`config.mk`:
```
export PLATFORM = sky130hd
export DESIGN_NAME = adc_config_register_bank
export DESIGN_NICKNAME = d
export VERILOG_FILES = /design/src/adc_cfg_pkg.sv /design/src/adc_config_register_bank.sv
export VERILOG_INCLUDE_DIRS = /design/src
export SDC_FILE = /design/constraint.sdc
export NUM_CORES = 1
export LEC_CHECK = 0
export ABC_AREA = 1
export CORE_ASPECT_RATIO = 0.7
export CORE_UTILIZATION = 45
export CTS_BUF_LIST = sky130_fd_sc_hd__clkbuf_4 sky130_fd_sc_hd__clkbuf_8 sky130_fd_sc_hd__clkbuf_16
export DETAILED_ROUTE_END_ITERATION = 10
export DONT_BUFFER_PORTS = 1
export PLACE_DENSITY = 0.68
export SLEW_MARGIN = 20
export SYNTH_ARGS = -nofsm -noshare
export SYNTH_HDL_FRONTEND = slang
export SYNTH_SLANG_ARGS = --single-unit
```
`constraint.sdc`:
```
create_clock -name SYS_CLK_I -period 10.69 [get_ports SYS_CLK_I]
set_input_delay 0 -clock SYS_CLK_I [delete_from_list [all_inputs] [get_ports SYS_CLK_I]]
set_output_delay 0 -clock SYS_CLK_I [all_outputs]
set_load 0.01 [all_outputs]
```
`src/adc_cfg_map.svh`:
```
// register offsets, field positions, reset values and timing figures
// assumes inclusion by the register bank package and module only
`ifndef ADC_CFG_MAP_SVH
`define ADC_CFG_MAP_SVH
`define ADDR_W              13
`define OFS_SELF_TEST       13'h000E
`define OFS_CM_CTRL         13'h000F
`define OFS_OFFSET_TRIM     13'h0010
`define OFS_OUT_FORMAT      13'h0014
`define OFS_DIV_PHASE       13'h0016
`define OFS_DCLK_DELAY      13'h0017
`define OFS_SPAN_SEL        13'h0018
`define OFS_SIG_LOW         13'h0024
`define RST_SELF_TEST       8'h04
`define RST_CM_CTRL         8'h00
`define RST_OFFSET_TRIM     8'h00
`define RST_OUT_FORMAT      8'h00
`define RST_DIV_PHASE       8'h00
`define RST_DCLK_DELAY      8'h00
`define RST_SPAN_SEL        8'hC0
`define RD_UNMAPPED         8'h00
`define BIT_ST_ENABLE       0
`define BIT_ST_RESTART      2
`define BIT_CM_SERVO        0
`define BIT_FMT_LO          0
`define BIT_FMT_HI          1
`define BIT_OUT_INVERT      2
`define BIT_OUT_DISABLE     4
`define BIT_OUT_TYPE        6
`define BIT_DCLK_INVERT     7
`define DCLK_FULL_PS        2500
`define DCLK_STEPS          31
`define SAMPLE_W            14
`define SAMPLE_MAX          14'h3FFF
`define PHASE_MAX           7
`endif

```
`src/adc_cfg_pkg.sv`:
```
// types shared by the converter configuration register bank
// assumes adc_cfg_map.svh is on the include path
`include "adc_cfg_map.svh"
package adc_cfg_pkg;
  // one register access from the serial port shifter
  typedef struct packed {
    logic                 wr;
    logic                 rd;
    logic [`ADDR_W-1:0]   addr;
    logic [7:0]           wdata;
  } reg_req_t;

  // output data coding
  typedef enum logic [1:0] {
    FMT_OFFSET_BIN = 2'b00,
    FMT_TWOS_COMP  = 2'b01,
    FMT_GRAY       = 2'b10,
    FMT_RESERVED   = 2'b11
  } out_fmt_t;
endpackage

```
`src/adc_config_register_bank.sv`:
```
// configuration register bank and output data path of a dual converter
// assumes the serial port shifter delivers decoded accesses on SYS_CLK_I
// Summary of operation
// - the signed offset trim (+127 to -128 codes) is added to each channel's result.
// - the divider tick is delayed by the 3-bit phase count plus one register cycle, so zero gives one cycle.
// - the data clock out delay is the 5-bit code times 2500 ps over 31.
// - format code 00 presents results in offset binary.
// - each delay step is about one 31st of full scale, 81 ps and 161 ps for codes 1 and 2.
// - outputs start single ended and become differential only when software sets the type.
`timescale 1ns/1ps
`default_nettype none
`include "adc_cfg_map.svh"
module adc_config_register_bank #(
  parameter int NCH = 2
) (
  // clock, reset, enable
  input  wire logic                            SYS_CLK_I,
  input  wire logic                            RESET_I,
  input  wire logic                            CE_I,
  // register access
  input  wire adc_cfg_pkg::reg_req_t           REQ_I,
  output logic      [7:0]                      RD_DATA_O,
  // self-test engine
  input  wire logic [7:0]                      SIG_LOW_I,
  output logic                                 SELF_TEST_EN_O,
  output logic                                 SELF_TEST_RESTART_O,
  // analog controls
  output logic                                 CM_SERVO_EN_O,
  output logic      [1:0]                      SPAN_SEL_O,
  // divider and data clock out
  input  wire logic                            DIV_TICK_I,
  output logic                                 DIV_TICK_O,
  output logic                                 DCLK_INVERT_O,
  output logic      [11:0]                     DCLK_DELAY_PS_O,
  // conversion data
  input  wire logic [NCH-1:0][`SAMPLE_W-1:0]   SAMPLE_I,
  output logic      [NCH-1:0][`SAMPLE_W-1:0]   DATA_O,
  output logic                                 DATA_OE_O,
  output logic                                 DIFF_SEL_O,
  // output disable pin
  input  wire logic                            OUT_DISABLE_PIN_I
);
  import adc_cfg_pkg::*;

  logic [7:0] st_ff, cm_ff, trim_ff, fmt_ff, ph_ff, dclk_ff, span_ff;
  logic [7:0] nxt_st, nxt_cm, nxt_trim, nxt_fmt, nxt_ph, nxt_dclk, nxt_span;
  logic [7:0] rd_ff, nxt_rd;

  // register writes and reads; the signature has no write path
  always_comb begin
    nxt_st   = st_ff;
    nxt_cm   = cm_ff;
    nxt_trim = trim_ff;
    nxt_fmt  = fmt_ff;
    nxt_ph   = ph_ff;
    nxt_dclk = dclk_ff;
    nxt_span = span_ff;
    nxt_rd   = rd_ff;
    if (REQ_I.wr) begin
      unique case (REQ_I.addr)
        `OFS_SELF_TEST:   nxt_st   = REQ_I.wdata;
        `OFS_CM_CTRL:     nxt_cm   = REQ_I.wdata;
        `OFS_OFFSET_TRIM: nxt_trim = REQ_I.wdata;
        `OFS_OUT_FORMAT:  nxt_fmt  = REQ_I.wdata;
        `OFS_DIV_PHASE:   nxt_ph   = REQ_I.wdata;
        `OFS_DCLK_DELAY:  nxt_dclk = REQ_I.wdata;
        `OFS_SPAN_SEL:    nxt_span = REQ_I.wdata;
        default:          nxt_st   = st_ff; // includes signature
      endcase
    end
    if (REQ_I.rd) begin
      unique case (REQ_I.addr)
        `OFS_SELF_TEST:   nxt_rd = st_ff;
        `OFS_CM_CTRL:     nxt_rd = cm_ff;
        `OFS_OFFSET_TRIM: nxt_rd = trim_ff;
        `OFS_OUT_FORMAT:  nxt_rd = fmt_ff;
        `OFS_DIV_PHASE:   nxt_rd = ph_ff;
        `OFS_DCLK_DELAY:  nxt_rd = dclk_ff;
        `OFS_SPAN_SEL:    nxt_rd = span_ff;
        `OFS_SIG_LOW:     nxt_rd = SIG_LOW_I; // live engine state
        default:          nxt_rd = `RD_UNMAPPED;
      endcase
    end
  end

  // register state
  always_ff @(posedge SYS_CLK_I) begin
    if (RESET_I) begin
      st_ff   <= `RST_SELF_TEST;
      cm_ff   <= `RST_CM_CTRL;
      trim_ff <= `RST_OFFSET_TRIM;
      fmt_ff  <= `RST_OUT_FORMAT;
      ph_ff   <= `RST_DIV_PHASE;
      dclk_ff <= `RST_DCLK_DELAY;
      span_ff <= `RST_SPAN_SEL;
      rd_ff   <= `RD_UNMAPPED;
    end else if (CE_I) begin
      st_ff   <= nxt_st;
      cm_ff   <= nxt_cm;
      trim_ff <= nxt_trim;
      fmt_ff  <= nxt_fmt;
      ph_ff   <= nxt_ph;
      dclk_ff <= nxt_dclk;
      span_ff <= nxt_span;
      rd_ff   <= nxt_rd;
    end
  end

  // static control outputs
  assign RD_DATA_O           = rd_ff;
  assign SELF_TEST_EN_O      = st_ff[`BIT_ST_ENABLE];
  assign SELF_TEST_RESTART_O = st_ff[`BIT_ST_RESTART];
  assign CM_SERVO_EN_O       = cm_ff[`BIT_CM_SERVO];
  assign SPAN_SEL_O          = span_ff[7:6];
  assign DCLK_INVERT_O       = ph_ff[`BIT_DCLK_INVERT];
  assign DIFF_SEL_O          = fmt_ff[`BIT_OUT_TYPE];

  // output disable pin: three stages, change taken when stages two and three agree
  logic pin_s1_ff, pin_s2_ff, pin_s3_ff, pin_ff, nxt_pin;
  always_comb begin
    nxt_pin = (pin_s2_ff == pin_s3_ff) ? pin_s3_ff : pin_ff;
  end
  always_ff @(posedge SYS_CLK_I) begin
    if (RESET_I) begin
      pin_s1_ff <= 1'b0;
      pin_s2_ff <= 1'b0;
      pin_s3_ff <= 1'b0;
      pin_ff    <= 1'b0;
    end else if (CE_I) begin
      pin_s1_ff <= OUT_DISABLE_PIN_I;
      pin_s2_ff <= pin_s1_ff;
      pin_s3_ff <= pin_s2_ff;
      pin_ff    <= nxt_pin;
    end
  end
  assign DATA_OE_O = ~(pin_ff | fmt_ff[`BIT_OUT_DISABLE]);

  // divider tick delayed by the phase count
  logic [`PHASE_MAX-1:0] tick_sr_ff, nxt_tick_sr;
  logic                  tick_ff, nxt_tick;
  logic [2:0]            phase;
  assign phase = ph_ff[2:0];
  always_comb begin
    nxt_tick_sr = {tick_sr_ff[`PHASE_MAX-2:0], DIV_TICK_I};
    nxt_tick    = (phase == 3'h0) ? DIV_TICK_I : tick_sr_ff[phase - 3'h1];
  end
  always_ff @(posedge SYS_CLK_I) begin
    if (RESET_I) begin
      tick_sr_ff <= '0;
      tick_ff    <= 1'b0;
    end else if (CE_I) begin
      tick_sr_ff <= nxt_tick_sr;
      tick_ff    <= nxt_tick;
    end
  end
  assign DIV_TICK_O = tick_ff;

  // data clock out delay in ps, rounded to nearest
  logic [16:0] dclk_prod;
  logic [11:0] dclk_ps_ff, nxt_dclk_ps;
  always_comb begin
    dclk_prod   = 17'(dclk_ff[4:0]) * 17'(`DCLK_FULL_PS) + 17'(`DCLK_STEPS / 2);
    nxt_dclk_ps = 12'(dclk_prod / 17'(`DCLK_STEPS));
  end
  always_ff @(posedge SYS_CLK_I) begin
    if (RESET_I) begin
      dclk_ps_ff <= 12'h000;
    end else if (CE_I) begin
      dclk_ps_ff <= nxt_dclk_ps;
    end
  end
  assign DCLK_DELAY_PS_O = dclk_ps_ff;

  // per-channel trim, saturation and output coding
  logic [NCH-1:0][`SAMPLE_W-1:0] data_ff, nxt_data;
  out_fmt_t fmt;
  assign fmt = out_fmt_t'(fmt_ff[`BIT_FMT_HI:`BIT_FMT_LO]);
  for (genvar c = 0; c < NCH; c++) begin : g_ch
    logic signed [`SAMPLE_W+1:0] sum;
    logic        [`SAMPLE_W-1:0] sat, coded;
    always_comb begin
      sum = $signed({2'b00, SAMPLE_I[c]}) + (`SAMPLE_W+2)'($signed(trim_ff));
      if (sum < 0) begin
        sat = '0;
      end else if (sum > $signed({2'b00, `SAMPLE_MAX})) begin
        sat = `SAMPLE_MAX;
      end else begin
        sat = sum[`SAMPLE_W-1:0];
      end
      unique case (fmt)
        FMT_TWOS_COMP: coded = {~sat[`SAMPLE_W-1], sat[`SAMPLE_W-2:0]};
        FMT_GRAY:      coded = sat ^ (sat >> 1);
        default:       coded = sat; // offset binary
      endcase
      nxt_data[c] = fmt_ff[`BIT_OUT_INVERT] ? ~coded : coded;
    end
  end
  always_ff @(posedge SYS_CLK_I) begin
    if (RESET_I) begin
      data_ff <= '0;
    end else if (CE_I) begin
      data_ff <= nxt_data;
    end
  end
  assign DATA_O = data_ff;
endmodule
`default_nettype wire

```
Word level (Yosys, flattened, before mapping)
Cells that the tools add are included.
Widths: inputs -> output; s select.
{"block": "classes", "add_sub_neg": 4, "multipliers": 1, "n_div": 1, "magnitude_cmp": 5, "n_eq_ne": 11, "mux": 12, "n_bitwise": 8, "n_reduce_logical": 10}
{"cell": "$mux 14", "count": 6}
{"cell": "$eq 13x5->1 const B", "count": 5}
{"cell": "$pmux 8 s8", "count": 1}
{"cell": "$pmux 14 s2", "count": 2}
{"cell": "$add 15x8->16", "count": 2}
{"cell": "$gt 16x15->1 const B", "count": 2}
{"cell": "$lt 16x1->1 const B", "count": 2}
{"cell": "$not 14->14", "count": 2}
{"cell": "$xor 14x13->14", "count": 2}
{"cell": "$eq 13x4->1 const B", "count": 2}
{"cell": "$reduce_and 3->1", "count": 7}
{"cell": "$add 17x4->17 const B", "count": 1}
{"cell": "$div 17x5->17 const B", "count": 1}
{"cell": "$mul 5x10->15 const B", "count": 1}
{"cell": "$eq 13x6->1 const B", "count": 1}
{"cell": "$lt 3x4->1 const B", "count": 1}
{"cell": "$reduce_and 2->1", "count": 2}
{"cell": "$bmux 1 s3", "count": 1}
{"cell": "$logic_not 3->1", "count": 1}
{"cell": "$not 1->1", "count": 3}
{"cell": "$sub 3x1->3 const B", "count": 1}
{"cell": "$eq 2x1->1 const B", "count": 1}
{"cell": "$eq 2x2->1 const B", "count": 1}
{"cell": "$mux 1", "count": 2}
{"cell": "2 further kinds", "count": 2}
{"block": "totals", "reg_bits": 116, "inputBits": 64, "out_inout_bits": 57, "wordCells": 69}

Logic depth before layout (Yosys ltp)
{"block": "logic_depth", "depth_word": 8, "depth_mapped": 79, "mapped_depth_nobuf": 79}

Worst setup path after synthesis
Ideal clock, no wire load.
{"block": "synth_timing", "path_kind": "register to register", "startpoint": "reg dclk_ff[2]", "endpoint": "reg dclk_ps_ff[0], in the netlist DCLK_DELAY_PS_O[0]", "setup_time_ps": 109, "arrival_ps": 7994, "t_required_ps": 10581, "setup_slack_ps": 2587, "path_stages_with_launch": 71, "n_path_buf": 0, "synth_period_minus_slack_ps": 8103, "path_cell_list": "dfxtp_1 -> inv_1 -> fa_1 -> inv_1 -> ha_1 -> ha_1 -> ha_1 -> or2_1 -> nand3_1 -> nand2_2 -> nand2_2 -> nand2_2 -> nor2_2 -> nand2_1 -> nand2_2 -> nor2_4 -> nand3_2 -> nand2_4 -> (+35 left out) -> nand2_1 -> nand2_2 -> inv_1 -> ha_1 -> nand2_1 -> nand2_2 -> ha_1 -> nand3_2 -> o21ai_2 -> inv_2 -> ha_1 -> inv_1 -> o21ai_0 -> o21ai_1 -> o211ai_1 -> nand3_1 -> nand2_1 -> inv_1"}
{"block": "synth_via", "elab_chain_len": 3}
{"item": "start: declaration", "line": "adc_config_register_bank.sv:45", "source": "logic [7:0] st_ff, cm_ff, trim_ff, fmt_ff, ph_ff, dclk_ff, span_ff;"}
{"item": "start signal: assignment", "line": "adc_config_register_bank.sv:94", "source": "dclk_ff <= `RST_DCLK_DELAY;"}
{"item": "start signal: assignment", "line": "adc_config_register_bank.sv:103", "source": "dclk_ff <= nxt_dclk;"}
{"item": "$mul 5x10->15", "line": "adc_config_register_bank.sv:162", "source": "dclk_prod = 17'(dclk_ff[4:0]) * 17'(`DCLK_FULL_PS) + 17'(`DCLK_STEPS / 2);"}
{"item": "$add 17x4->17", "line": "adc_config_register_bank.sv:162"}
{"item": "$div 17x5->17", "line": "adc_config_register_bank.sv:163", "source": "nxt_dclk_ps = 12'(dclk_prod / 17'(`DCLK_STEPS));"}
{"item": "end signal: assignment", "line": "adc_config_register_bank.sv:169", "source": "dclk_ps_ff <= nxt_dclk_ps;"}
{"item": "end: declaration", "line": "adc_config_register_bank.sv:160", "source": "logic [11:0] dclk_ps_ff, nxt_dclk_ps;"}
No other way between the ends.
A chain may end at the register's enable or synchronous reset.

Final worst setup path
Same ends and word-level chain as after synthesis.

==> results.txt <==
----------------------------------------------------
[Logic synthesis]
  Compound-gate portion of the synthesized area ... 0.208
  FFs w/ async S/R, synth ... 0
  Synth Area in Simple Gates ... 0.323
  Xor/xnor cell area share of the yosys netlist ... 0.0360
  Mean Syn Cell Area ... 6.53 µm²
  Synth top area cells ... sky130_fd_sc_hd__dfxtp_1 (23%), sky130_fd_sc_hd__nand2_1 (11%), sky130_fd_sc_hd__ha_1 (7.9%)
  Share of Yosys cell area claimed by the top area cell type ... 0.233
  Number of enable flip-flop cells after synthesis ... 0
  Post-Synth Adder-Cell Area ... 0.0910
  Top FF cell, synth ... sky130_fd_sc_hd__dfxtp_1
  Dominant combinational cell family by area after synthesis ... simple AND/OR/NAND/NOR gates
  Synth unique cells ... 56
  Sequential share of the synthesized area ... 0.233
  Largest area contributor in the synthesized netlist ... sky130_fd_sc_hd__dfxtp_1
  Synthesized instance count ... 1,529
  Yosys warning count ... 0
  Synthesized net count ... 1,662
  Seq cells post-synth ... 116
  Mapped cell area ... 0.00998 mm²
  Multiplexer share of the synthesized area ... 0

[Clock network]
  Inserted Clock Buffers ... 17
  Buffers inserted during post-CTS setup optimization ... 0
  CTS tree ... yes
  Later-pin clock latency in the skew report ... 0.42 ns
  Clock root cell ... sky130_fd_sc_hd__clkbuf_16
  CTS H-tree depth ... 4
  CTS max path bufs ... 2
  Clock input transition at the sequential cells of the worst setup and hold paths ... 0.06 ns
  Clock sink total ... 116

[Timing]
  Setup ws final ... 1.43 ns
  Final Hold Fails ... 0
  Total negative slack ... 0 ns
  Max transition margin ... 0.368
  Slew Viols, Final ... 0
  Final worst clock skew ... 0.0104 ns
  Least-Margin Pin Slew ... 0.942 ns
  Time the final worst path needs with I/O delays and setup ... 9.26 ns
  Period Utilization, post-route ... 0.866
  Maximum clock rate ... 0.108 GHz
  Setup repair after global routing missed its margin ... no
  Number of setup violations in the final report ... 0

[GRT]
  Initial antenna violation count ... 0
  Final global-route overflow total ... 0
  First-pass GRT wire length ... 44.8 mm
  Pin count of the biggest net entering global routing ... 77
  Total routing usage reported by global routing ... 0.242
  Vias in the first global route ... 8,967

[Setup path]
  CP Data Required Time ... 11.01 ns
  Critical-path cell with the highest stage delay ... sky130_fd_sc_hd__fa_1
  CP startpoint kind ... register
  Endpoint kind of the worst setup timing path ... register
  Slowest stage delay, CP ... 0.56 ns
  Worst Path Arrival ... 9.58 ns
  Critical path type ... reg -> reg
  Crit-path max FO ... 8
  Cell type with the highest occurrence count on the critical path ... sky130_fd_sc_hd__nand2_1
  Setup slack of the worst register-to-register path ... 1.43 ns

[Place]
  Total of buffers placed on input and output ports ... 0
  Setup Slack @ Placement ... 1.60 ns
  Routability cong. ... 0.931
  Cell count after placement ... 1,769
  Detailed placement HPWL ... 20.5 mm

[Detailed routing]
  Routed Wire Length ... 27.3 mm
  DR vias ... 9,770
  Vias/cell ... 5.37
  Number of violations reported at the end of detailed-routing iteration 0 ... 783
  Post-detailed-route wirelength per cell ... 15.0 µm
  Drt drc ... 0
  Detailed-router iteration count before antenna repair ... 5
  Remaining antenna violation count after routing ... 0

[Power]
  Leakage dissipation ... 5.31 nW
  Sequential fraction of design power ... 0.395
  Sw power ... 0.283 mW
  Internal power summed over all cells ... 0.884 mW
  Maximum ir drop on the vdd rail ... 114 µV
  Proportion of total power due to net switching ... 0.242
  Share of total power in the clock network ... 0.533
  Portion of total power attributed to combinational logic ... 0.073
  Areal power density over the cells ... 106 mW/mm²

[Cells and area]
  Ratio of cells with drive above 1 in the final layout ... 0.125
  Diodes inserted ... 0
  Relative area change from synthesis to final layout ... 10.4%
  Filler-free cell count of the finished design ... 1,820
  Post-layout utilization of the core ... 0.507
  Final net count ... 1,658

[Hold path]
  Hold Crit Class ... in -> reg

[Die]
  Die boundary height ... 127 µm
  Cell Rows ... 45
  Area of the core ... 0.0217 mm²
  Initial Utilization ... 0.459
  Full die area ... 0.0228 mm²
  Number of placed I/O pins ... 121
  Die outline width ... 180 µm

[Run status]
  Result of the run ... finished clean

[Flow run]
  Max capacitance violation total ... 0

----------------------------------------------------
-- Yosys cell counts (all sizes together), types with 8 or more instances --
library cell  instances
nand2               352
inv                 229
nor2                167
o21ai               157
dfxtp               116
nand3               110
a21oi               103
ha                   63
clkbuf               41
xor2                 32
o22ai                23
a211oi               15
nand4                12
o221ai               12
nor3                 11
or2                  11
o211ai               10
xnor2                 9
o41ai                 8
-- power groups by stage --
stage	combinational [mW]	sequential [mW]	clock [mW]
after global placement	0.0641	0.469	0
after global routing	0.0956	0.461	0.648
after floorplan	0.0606	0.465	0
after detailed placement	0.0657	0.470	0
after CTS	0.0839	0.460	0.633
final	0.0849	0.460	0.621
-- sequential cells by signal (all words and copies together) (netlist names) --
| name | count |
|---|---|
| DATA_O | 28 |
| DCLK_DELAY_PS_O | 12 |
| RD_DATA_O | 8 |
| cm_ff | 8 |
| dclk_ff | 8 |
| fmt_ff | 8 |
| ph_ff | 8 |
| span_ff | 8 |
| st_ff | 8 |
| trim_ff | 8 |
| tick_sr_ff | 7 |
| DIV_TICK_O | 1 |
| pin_ff | 1 |
| pin_s1_ff | 1 |
| pin_s2_ff | 1 |
| pin_s3_ff | 1 |
-- cell type report --
cell class              count  area [µm²]
well taps                 282         353
flip-flops and latches    116        2320
inverters                 234         887
fillers                  2226       10700
multi-input cells        1132        6570
repair buffers             24         255
clock buffers              21         468
clock inverters            11         173
-- critical path: cells and delay by family, from the launching register on --
family          cells  cell delay, ns
flops               1            0.48
compound gates      8            1.22
simple gates       43            4.21
fa+ha+maj           7            2.25
buf+inv            11            0.99
-- per-layer routing --
metal	GRT usage	vias to the layer above	part of all wire
li1	-	5042	-
met1	0.346	4390	0.50
met2	0.366	309	0.41
met3	0.0571	29	0.078
met4	0.0588	0	0.012
met5	0	-	0
-- logic make-up after synthesis --
group	count (synthesis)
AOI/OAI and AO/OA	353
xor gates and xnor gates	41
adders and majority gates	69
buffers and inverters	281
DFF	116
and+or+nand+nor	669
-- placed cells by master (no fill, tap or decap), drive strengths merged, types with 15 or more instances in the layout --
master and count:
nand3 110, clkbuf 21, a211oi 15, nor2 167
ha 63, dfxtp 116, o21ai 157, inv 231
xor2 32, nand2 352, o22ai 23, a21oi 103
dlygate4sd3 17
-- path summary, 6_finish.rpt --
kind	endpoint	from	cells after the start
worst max-delay path	DCLK_DELAY_PS_O[0]$_SDFFE_PP0P_	dclk_ff[2]$_SDFFE_PP0P_	69
worst max register to register	DCLK_DELAY_PS_O[0]$_SDFFE_PP0P_	dclk_ff[2]$_SDFFE_PP0P_	69
worst min-delay path	RD_DATA_O[3]$_SDFFE_PP0P_	SIG_LOW_I[3]	4
worst min register to register	span_ff[1]$_SDFFE_PP0P_	span_ff[1]$_SDFFE_PP0P_	2
-- per-stage QoR --
step                instance area [µm²]  total power [mW]  hold slack, ns
global route                      11000              1.20          0.0521
global placement                  10200             0.533          0.0778
detailed placement                10200             0.535          0.0761
finish                            11000              1.17          0.0285
CTS                               11000              1.18          0.0173
floorplan                          9980             0.525           0.130
-- what timing repair did --
| item | CTS | global route |
|---|---|---|
| hold buffers | 19 | 0 |
| gates resized for setup | 0 | 0 |
| endpoints found under the hold margin | 115 | 0 |
Power figures use the tool's default switching activity.
